[config.mk]
export PLATFORM = sky130hd
export DESIGN_NAME = lsb_exec_unit
export DESIGN_NICKNAME = d
export VERILOG_FILES = /design/src/lsb_pkg.sv /design/src/lsb_fr_if.sv /design/src/lsb_exec_unit.sv /design/src/lsb_file_mem.sv
export SDC_FILE = /design/constraint.sdc
export NUM_CORES = 2
export LEC_CHECK = 0
export BUFFER_PORTS_ARGS = -buffer_cell sky130_fd_sc_hd__buf_2
export CAP_MARGIN = 15
export CORE_UTILIZATION = 40
export DETAILED_ROUTE_END_ITERATION = 6
export GPL_TIMING_DRIVEN = 0
export PLACE_DENSITY = 0.54
export SYNTH_ARGS = -nofsm -noshare
export SYNTH_HDL_FRONTEND = slang
export SYNTH_SLANG_ARGS = --single-unit
[constraint.sdc]
create_clock -name clock -period 11.5 [get_ports clock]
set_input_delay 0 -clock clock [delete_from_list [all_inputs] [get_ports clock]]
set_output_delay 0 -clock clock [all_outputs]
set_load 0.05 [all_outputs]
[src/lsb_pkg.sv]
/*
  package of the execution block: operation codes, widths, reset values.
  assumes nothing; imported by the memory, the interface and the top module.
*/
package lsb_pkg;

  localparam int DATA_W   = 8;
  localparam int FADDR_W  = 7;
  localparam int LIT_W    = 9;
  localparam int BITSEL_W = 3;
  localparam int PC_W     = 15;
  localparam int FR_DEPTH = 128;

  localparam logic [7:0]  ACC_RST = 8'h00;
  localparam logic [14:0] PC_RST  = 15'h0000;

  // pc steps: plain advance, and advance past a discarded instruction
  localparam logic [14:0] PC_STEP = 15'h0001;
  localparam logic [14:0] PC_SKIP = 15'h0002;

  typedef enum logic [2:0] {
    and_literal_to_acc       = 3'h0,
    and_acc_with_reg         = 3'h1,
    arith_shift_right        = 3'h2,
    bit_clear_reg            = 3'h3,
    bit_set_reg              = 3'h4,
    pc_relative_jump_literal = 3'h5,
    pc_relative_jump_acc     = 3'h6,
    test_bit_skip_if_low     = 3'h7
  } lsb_op_t;

  // gray along idle -> exec -> nop
  typedef enum logic [1:0] {
    S_IDLE = 2'h0,
    S_EXEC = 2'h1,
    S_NOP  = 2'h3
  } lsb_state_t;

endpackage

[src/lsb_fr_if.sv]
/*
  interface between the execution block and its file register memory.
  assumes both ends share one clock; read data is registered in the memory.
*/
interface lsb_fr_if;
  import lsb_pkg::*;

  logic                we;
  logic [FADDR_W-1:0]  waddr;
  logic [DATA_W-1:0]   wdata;
  logic [FADDR_W-1:0]  raddr;
  logic [DATA_W-1:0]   rdata;

  modport ctrl (output we, output waddr, output wdata, output raddr, input rdata);
  modport mem  (input we, input waddr, input wdata, input raddr, output rdata);
endinterface

[src/lsb_exec_unit.sv]
/*
  execution of and, shift, bit and relative-jump operations of an 8-bit core.
  assumes one clock, operations offered on a valid/ready pair from the decoder.
*/
// Functional notes
// RULE1: and literal into accumulator, zero flag only
// RULE2: and register, target select picks destination
// RULE3: shift right keeps msb, bit0 to carry
// RULE4: shift updates carry and zero, selectable target
// RULE5: bit clear zeroes one bit, no flags
// RULE6: bit set forces one bit, no flags
// RULE7: jump by sign-extended literal, two cycles
// RULE8: jump by unsigned accumulator, two cycles
// RULE9: skip next instruction when tested bit zero
// RULE10: pc change or true test adds nop
// RULE11: zero flag set exactly when result zero
module lsb_exec_unit
  import lsb_pkg::*;
#(
  parameter int PCW = PC_W
) (
  // clock and reset
  input  wire logic                clock,
  input  wire logic                rst_n,
  // operation issue
  input  wire logic                op_valid,
  input  wire lsb_op_t             op_code,
  input  wire logic [FADDR_W-1:0]  op_addr,
  input  wire logic                op_dest,
  input  wire logic [BITSEL_W-1:0] op_bit,
  input  wire logic [LIT_W-1:0]    op_lit,
  output logic                     op_ready,
  // loads from the rest of the core, idle only
  input  wire logic                ext_acc_we,
  input  wire logic [DATA_W-1:0]   ext_acc_data,
  input  wire logic                ext_fr_we,
  input  wire logic [FADDR_W-1:0]  ext_fr_addr,
  input  wire logic [DATA_W-1:0]   ext_fr_data,
  // core state
  output logic [DATA_W-1:0]        acc,
  output logic [PCW-1:0]           pc,
  output logic                     zero_flag,
  output logic                     carry_flag,
  output logic                     nop_cycle
);

  function automatic logic [DATA_W-1:0] bit_mask(input logic [BITSEL_W-1:0] b);
    bit_mask = DATA_W'(1) << b;
  endfunction

  lsb_fr_if fr ();

  lsb_file_mem #(.DEPTH(FR_DEPTH)) u_mem (
    .clock (clock),
    .fr    (fr.mem)
  );

  ////////////////////////////////////////////////////////////////////////////////
  // state

  lsb_state_t            state_r, state_nxt;
  lsb_op_t               op_r, op_nxt;
  logic [FADDR_W-1:0]    addr_r, addr_nxt;
  logic                  dest_r, dest_nxt;
  logic [BITSEL_W-1:0]   bit_r, bit_nxt;
  logic [LIT_W-1:0]      lit_r, lit_nxt;
  logic [DATA_W-1:0]     acc_r, acc_nxt;
  logic [PCW-1:0]        pc_r, pc_nxt;
  logic                  zero_r, zero_nxt;
  logic                  carry_r, carry_nxt;
  logic                  ready_r, ready_nxt;
  logic                  nop_r, nop_nxt;
  logic                  we_c;
  logic [FADDR_W-1:0]    waddr_c;
  logic [DATA_W-1:0]     wdata_c;
  logic [DATA_W-1:0]     res_c;
  logic                  two_c;
  logic [DATA_W-1:0]     src;

  assign src = fr.rdata;

  always_comb begin
    state_nxt = state_r;
    op_nxt    = op_r;
    addr_nxt  = addr_r;
    dest_nxt  = dest_r;
    bit_nxt   = bit_r;
    lit_nxt   = lit_r;
    acc_nxt   = acc_r;
    pc_nxt    = pc_r;
    zero_nxt  = zero_r;
    carry_nxt = carry_r;
    ready_nxt = ready_r;
    nop_nxt   = 1'b0;
    we_c      = 1'b0;
    waddr_c   = addr_r;
    wdata_c   = 8'h00;
    res_c     = 8'h00;
    two_c     = 1'b0;
    case (state_r)
      S_IDLE: begin
        if (op_valid) begin
          op_nxt    = op_code;
          addr_nxt  = op_addr;
          dest_nxt  = op_dest;
          bit_nxt   = op_bit;
          lit_nxt   = op_lit;
          ready_nxt = 1'b0;
          state_nxt = S_EXEC;
        end else begin
          // outside loads are taken only in a free idle cycle; a load offered with an operation or while busy is dropped
          if (ext_acc_we) begin
            acc_nxt = ext_acc_data;
          end
          if (ext_fr_we) begin
            we_c    = 1'b1;
            waddr_c = ext_fr_addr;
            wdata_c = ext_fr_data;
          end
        end
      end
      S_EXEC: begin
        pc_nxt = pc_r + PCW'(PC_STEP);
        case (op_r)
          and_literal_to_acc: begin
            res_c    = acc_r & lit_r[DATA_W-1:0]; // RULE1
            acc_nxt  = res_c;
            zero_nxt = (res_c == 8'h00); // RULE11
          end
          and_acc_with_reg, arith_shift_right: begin
            if (op_r == arith_shift_right) begin
              res_c     = {src[DATA_W-1], src[DATA_W-1:1]}; // RULE3
              carry_nxt = src[0]; // RULE4
            end else begin
              res_c = acc_r & src; // RULE2
            end
            zero_nxt = (res_c == 8'h00); // RULE11
            if (dest_r) begin
              we_c    = 1'b1;
              wdata_c = res_c;
            end else begin
              acc_nxt = res_c;
            end
          end
          bit_clear_reg: begin
            we_c    = 1'b1;
            wdata_c = src & ~bit_mask(bit_r); // RULE5
          end
          bit_set_reg: begin
            we_c    = 1'b1;
            wdata_c = src | bit_mask(bit_r); // RULE6
          end
          pc_relative_jump_literal: begin
            pc_nxt = pc_r + PCW'(PC_STEP) + {{(PCW-LIT_W){lit_r[LIT_W-1]}}, lit_r}; // RULE7
            two_c  = 1'b1;
          end
          pc_relative_jump_acc: begin
            pc_nxt = pc_r + PCW'(PC_STEP) + PCW'(acc_r); // RULE8
            two_c  = 1'b1;
          end
          default: begin
            // discarded instruction: pc steps over it
            if (!src[bit_r]) begin
              pc_nxt = pc_r + PCW'(PC_SKIP); // RULE9
              two_c  = 1'b1;
            end
          end
        endcase
        if (two_c) begin
          state_nxt = S_NOP; // RULE10
          nop_nxt   = 1'b1;
        end else begin
          state_nxt = S_IDLE;
          ready_nxt = 1'b1;
        end
      end
      S_NOP: begin
        state_nxt = S_IDLE;
        ready_nxt = 1'b1;
      end
      default: begin
        state_nxt = S_IDLE;
        ready_nxt = 1'b1;
      end
    endcase
  end

  always_ff @(posedge clock or negedge rst_n) begin
    if (!rst_n) begin
      state_r <= S_IDLE;
      op_r    <= and_literal_to_acc;
      addr_r  <= '0;
      dest_r  <= 1'b0;
      bit_r   <= '0;
      lit_r   <= '0;
      acc_r   <= ACC_RST;
      pc_r    <= PCW'(PC_RST);
      zero_r  <= 1'b0;
      carry_r <= 1'b0;
      ready_r <= 1'b1;
      nop_r   <= 1'b0;
    end else begin
      state_r <= state_nxt;
      op_r    <= op_nxt;
      addr_r  <= addr_nxt;
      dest_r  <= dest_nxt;
      bit_r   <= bit_nxt;
      lit_r   <= lit_nxt;
      acc_r   <= acc_nxt;
      pc_r    <= pc_nxt;
      zero_r  <= zero_nxt;
      carry_r <= carry_nxt;
      ready_r <= ready_nxt;
      nop_r   <= nop_nxt;
    end
  end

  // read address follows the offered operation so data is ready in exec
  assign fr.raddr = (state_r == S_IDLE) ? op_addr : addr_r;
  assign fr.we    = we_c;
  assign fr.waddr = waddr_c;
  assign fr.wdata = wdata_c;

  assign op_ready   = ready_r;
  assign acc        = acc_r;
  assign pc         = pc_r;
  assign zero_flag  = zero_r;
  assign carry_flag = carry_r;
  assign nop_cycle  = nop_r;

  logic ex_c;
  assign ex_c = (state_r == S_EXEC);
endmodule

[src/lsb_file_mem.sv]
/*
  file register memory: one write port, one read port with registered data.
  assumes a single clock; contents are not reset, software must write first.
*/
module lsb_file_mem
  import lsb_pkg::*;
#(
  parameter int DEPTH = FR_DEPTH
) (
  // clock
  input wire logic clock,
  // memory port
  lsb_fr_if.mem    fr
);

  logic [DATA_W-1:0] mem_q [DEPTH];
  logic [DATA_W-1:0] rdata_r;

  always_ff @(posedge clock) begin
    if (fr.we) begin
      mem_q[fr.waddr] <= fr.wdata;
    end
    // old data on a same-address write; in exec the block reads and writes the same word addr_r together
    rdata_r <= mem_q[fr.raddr];
  end

  assign fr.rdata = rdata_r;

endmodule

==> impl_metrics.prom <==
# TYPE chip_impl_metric gauge
chip_impl_metric{name="h-tree-depth",unit=""} 3
chip_impl_metric{name="cts_num_sinks",unit=""} 1084
chip_impl_metric{name="number_of_nets_in_the_synthesized_netlist",unit=""} 3076
chip_impl_metric{name="numCtsBuffers",unit=""} 113
chip_impl_metric{name="vias_per_cell",unit=""} 6.14
chip_impl_metric{name="fp.dieArea",unit="µm²"} 113000
chip_impl_info{name="ctsRootBufferMaster",value="sky130_fd_sc_hd__clkbuf_16"} 1
chip_impl_metric{name="postSynth.asyncResetShare",unit="%"} 4.80
chip_impl_metric{name="rows",unit=""} 122
chip_impl_metric{name="synth.avg_cell_area",unit="µm²"} 14.9
chip_impl_metric{name="critPathRequiredTime",unit="ns"} 11.83
chip_impl_metric{name="final_core_utilization",unit="%"} 46.7
chip_impl_metric{name="postSynthRegisterBits",unit=""} 1084
chip_impl_metric{name="final.fill_count",unit=""} 9686
chip_impl_info{name="cp_cell_sequence",value="clkbuf_1 > nor3b_2 > nor2_1 > a21oi_1 > or2_2 > clkbuf_1 > nand3_1 > clkbuf_1 > nor2_1"} 1
chip_impl_metric{name="relSlewSlack",unit="%"} 8.60
chip_impl_metric{name="chipHeight",unit="µm"} 337
chip_impl_metric{name="max_freq",unit="MHz"} 203
chip_impl_metric{name="route.vias.total",unit=""} 29780
chip_impl_metric{name="static-leakage-power",unit="µW"} 0.0174
chip_impl_metric{name="drive_gt1_share",unit="%"} 15.7
chip_impl_metric{name="maxSlewViolCount",unit=""} 0
chip_impl_metric{name="timing.max_cap.violations",unit=""} 0
chip_impl_metric{name="insertion_delay",unit="ns"} 0.72
chip_impl_metric{name="worst_path_largest_cell_delay",unit="ns"} 0.93
chip_impl_metric{name="dpl.hpwl",unit="µm"} 111000
chip_impl_metric{name="placeableCoreArea",unit="µm²"} 111000
chip_impl_metric{name="ys_seq_area_share",unit="%"} 71.9
chip_impl_metric{name="post_synth_num_cell_types",unit=""} 77
chip_impl_metric{name="synth-warning-count",unit=""} 0
chip_impl_metric{name="areaGrowthSynthToFinish",unit="%"} 15.4
chip_impl_metric{name="io_pins",unit=""} 78
chip_impl_metric{name="port_buffers",unit=""} 77
chip_impl_info{name="flip_flop_cell_with_the_highest_count_after_synthesis",value="sky130_fd_sc_hd__edfxtp_1"} 1
chip_impl_metric{name="wl_per_cell",unit="µm"} 33.4
chip_impl_metric{name="worst-slew-pin-transition",unit="ns"} 1.36
chip_impl_info{name="critPathLaunchType",value="flop"} 1
chip_impl_metric{name="synthesis.instances",unit=""} 3008
chip_impl_metric{name="number_of_flops_mapped_to_enable_cells_by_yosys",unit=""} 1024
chip_impl_metric{name="postLayoutCellArea",unit="µm²"} 51700
chip_impl_info{name="synth.top_cells.by_area",value="sky130_fd_sc_hd__edfxtp_1 (69%), sky130_fd_sc_hd__mux4_2 (5.9%), sky130_fd_sc_hd__nand2_1 (4.4%), sky130_fd_sc_hd__dfrtp_1 (2.8%), sky130_fd_sc_hd__mux2i_1 (2.0%)"} 1
chip_impl_metric{name="total_routing_resource_utilization_after_global_routing",unit="%"} 28.4
chip_impl_metric{name="post-route-drc-count",unit=""} 0
chip_impl_metric{name="start_util",unit="%"} 40.4
chip_impl_metric{name="report.power.total",unit="µW"} 15000
chip_impl_info{name="holdCritPathClass",value="primary input to flop"} 1
chip_impl_info{name="rsz0062_at_grt",value="no"} 1
chip_impl_metric{name="finalHoldViolCount",unit=""} 0
chip_impl_metric{name="die_w",unit="µm"} 337
chip_impl_metric{name="multi_input_combinational_cell_area",unit="µm²"} 11800
chip_impl_metric{name="detail_route.first_pass.iterations",unit=""} 6
chip_impl_metric{name="layout_net_count",unit=""} 3330
chip_impl_metric{name="detail-route-antenna-nets",unit=""} 0
chip_impl_info{name="timing.setup.critical_path_class",value="flop to flop"} 1
chip_impl_metric{name="timing.final.setup_violations",unit=""} 0
chip_impl_metric{name="initialDrtViolationCount",unit=""} 3851
chip_impl_metric{name="critPathArrivalTime",unit="ns"} 5.25
chip_impl_metric{name="cell_area_power_density",unit="nW/µm²"} 290
chip_impl_metric{name="post_synth_instance_area",unit="µm²"} 44800
chip_impl_metric{name="ctsResizeCount",unit=""} 0
chip_impl_metric{name="antenna_found_initial",unit=""} 5
chip_impl_metric{name="timing.final.crit_share",unit="%"} 42.8
chip_impl_info{name="netlist.top_cell.by_area",value="sky130_fd_sc_hd__edfxtp_1"} 1
chip_impl_metric{name="final_routed_wirelength",unit="µm"} 162000
chip_impl_metric{name="vdd.ir_drop.worst",unit="V"} 0.000147
chip_impl_info{name="cpMostUsedCell",value="sky130_fd_sc_hd__clkbuf_1"} 1
chip_impl_metric{name="fin_skew",unit="ns"} 0.0412
chip_impl_metric{name="finalWorstPathRequiredPeriod",unit="ns"} 4.92
chip_impl_metric{name="grt_remaining_overflow",unit=""} 0
chip_impl_metric{name="placement.cell_area",unit="µm²"} 47500
chip_impl_info{name="outcome",value="finished clean"} 1
chip_impl_info{name="endpoint_kind",value="flop"} 1
chip_impl_metric{name="hold_slack",unit="ns"} 0.0355
chip_impl_info{name="cts_tree",value="yes"} 1
chip_impl_metric{name="setup_tns",unit="ns"} 0
chip_impl_metric{name="clkTransAtPathRegs",unit="ns"} 0.06
chip_impl_metric{name="grt_start_max_net_pins",unit=""} 91
chip_impl_metric{name="cp_max_fo",unit=""} 10
chip_impl_metric{name="wire_length_of_the_first_global_routing_pass",unit="µm"} 222000
chip_impl_metric{name="grt_pass1_vias",unit=""} 28766
chip_impl_metric{name="netlist.area_leader.share",unit="%"} 68.6
chip_impl_metric{name="clock_path_buffers",unit=""} 3
chip_impl_metric{name="sequential_cell_area",unit="µm²"} 32200
chip_impl_info{name="critical_path.slowest_cell",value="sky130_fd_sc_hd__nor2_1"} 1
chip_impl_metric{name="finalWeightedCongestion",unit=""} 1.03
==> final cells by class <==
type / count / area share [%]
clock buffers: 137 / 5.80
clock inverters: 73 / 1.51
inverters: 10 / 0.0726
flip-flops and latches: 1084 / 62.3
repair buffers: 139 / 2.26
well taps: 1488 / 3.60
plain buffers: 166 / 1.66
multi-input cells: 1748 / 22.8
diodes: 4 / 0.0194
==> path summary, 6_finish.rpt <==
| kind | startpoint | end | slack, ns | cells past startpoint |
|---|---|---|---|---|
| hold / removal | op_lit[2] | lit_r[2] | 0.04 | 4 |
| setup reg to reg | op_r[0] | u_mem.mem_q[79][4] | 6.58 | 9 |
| hold reg to reg | lit_r[8] | lit_r[8] | 0.50 | 2 |
| min in group asynchronous | rst_n | acc[1] | 0.37 | 4 |
| max in group asynchronous | rst_n | pc[9] | 9.94 | 4 |
| setup / recovery | op_r[0] | u_mem.mem_q[79][4] | 6.58 | 9 |
==> cells by family (layout without fill, tap and decap cells) <==
| logic type | Yosys count | after routing | share of synthesized area (%) |
|---|---|---|---|
| simple gates | 1038 | 1038 | 10.2 |
| flops | 1084 | 1084 | 71.9 |
| compound gates | 446 | 446 | 6.64 |
| xor+xnor | 27 | 27 | 0.528 |
| fa+ha+maj | 17 | 17 | 0.492 |
| buf+inv | 176 | 525 | 2.00 |
| mux | 220 | 220 | 8.24 |
| other cells | 0 | 4 | 0 |
==> state kept, by name (all words and copies together), names as in the netlist <==
name / flops
bit_r: 3
lit_r: 9
dest_r: 1
u_mem.fr.rdata: 8
acc: 8
zero_flag: 1
pc: 15
addr_r: 7
carry_flag: 1
nop_cycle: 1
state_r: 2
op_r: 3
u_mem.mem_q: 1024
op_ready: 1
==> through the flow <==
step | instances | worst slack [ns]
global route | 4845 | 6.51
detailed placement | 4594 | 6.79
global placement | 4573 | 4.86
floorplan | 3008 | 7.71
CTS | 4844 | 6.82
finish | 4849 | 6.58
==> synthesized netlist by cell type, types with 25 or more instances <==
cell type                  count
sky130_fd_sc_hd__edfxtp_1   1024
sky130_fd_sc_hd__nand2_1     531
sky130_fd_sc_hd__nor2_1      180
sky130_fd_sc_hd__nand3_1     162
sky130_fd_sc_hd__mux4_2      117
sky130_fd_sc_hd__a21oi_1      96
sky130_fd_sc_hd__mux2i_1      91
sky130_fd_sc_hd__o21ai_0      71
sky130_fd_sc_hd__buf_2        68
sky130_fd_sc_hd__clkbuf_1     57
sky130_fd_sc_hd__dfrtp_1      51
sky130_fd_sc_hd__a32oi_1      47
sky130_fd_sc_hd__a31oi_1      45
sky130_fd_sc_hd__nand4_1      39
sky130_fd_sc_hd__a22oi_1      34
sky130_fd_sc_hd__o22ai_1      28
sky130_fd_sc_hd__and3_1       25
==> layout by cell type, fill, tap and decap left out, drive strengths merged, types with 17 or more instances in the layout <==
cell         synthesis  routed
dlygate4sd3          0      40
a31oi               45      45
clkbuf              57     194
edfxtp            1024    1024
a22oi               34      34
a21oi               96      96
clkinv               0      51
o211ai              20      20
nand4               39      39
xnor2               19      19
nand2b              17      17
mux2i               92      92
a32oi               47      47
nor3                21      21
o22ai               28      28
buf                109     208
nand3              162     162
mux4               117     117
nor2               182     182
and3                25      25
o21ai               79      79
dfrtp               51      51
nand2              533     533
==> worst max-delay path: cells and delay by family (launching register included) <==
family | cells | cell delay, ns
buffers and inverters | 3 | 1.33
AO/OA/AOI/OAI | 1 | 0.19
AND/OR/NAND/NOR | 5 | 2.59
flip-flops | 1 | 0.43
==> where the power goes <==
group | total [µW] | switching, µW | internal [µW]
logic | 6310 | 4580 | 1730
registers | 4930 | 155 | 4770
clock network | 3760 | 1570 | 2190
==> per-layer routing <==
layer / global-route usage (%) / routed length [µm] / vias up
li1: - / - / 12204
met1: 38.5 / 63700 / 15227
met2: 43.0 / 71300 / 1967
met3: 7.04 / 18200 / 376
met4: 13.0 / 8500 / 6
met5: 0 / 33 / -
==> repair_timing <==
action | 4_1_cts | 5_1_grt
buffers inserted | 0 | 0
hold buffers | 40 | 0
endpoints found under the hold margin | 87 | 0
Note: power is estimated with default switching activity, not from simulation.
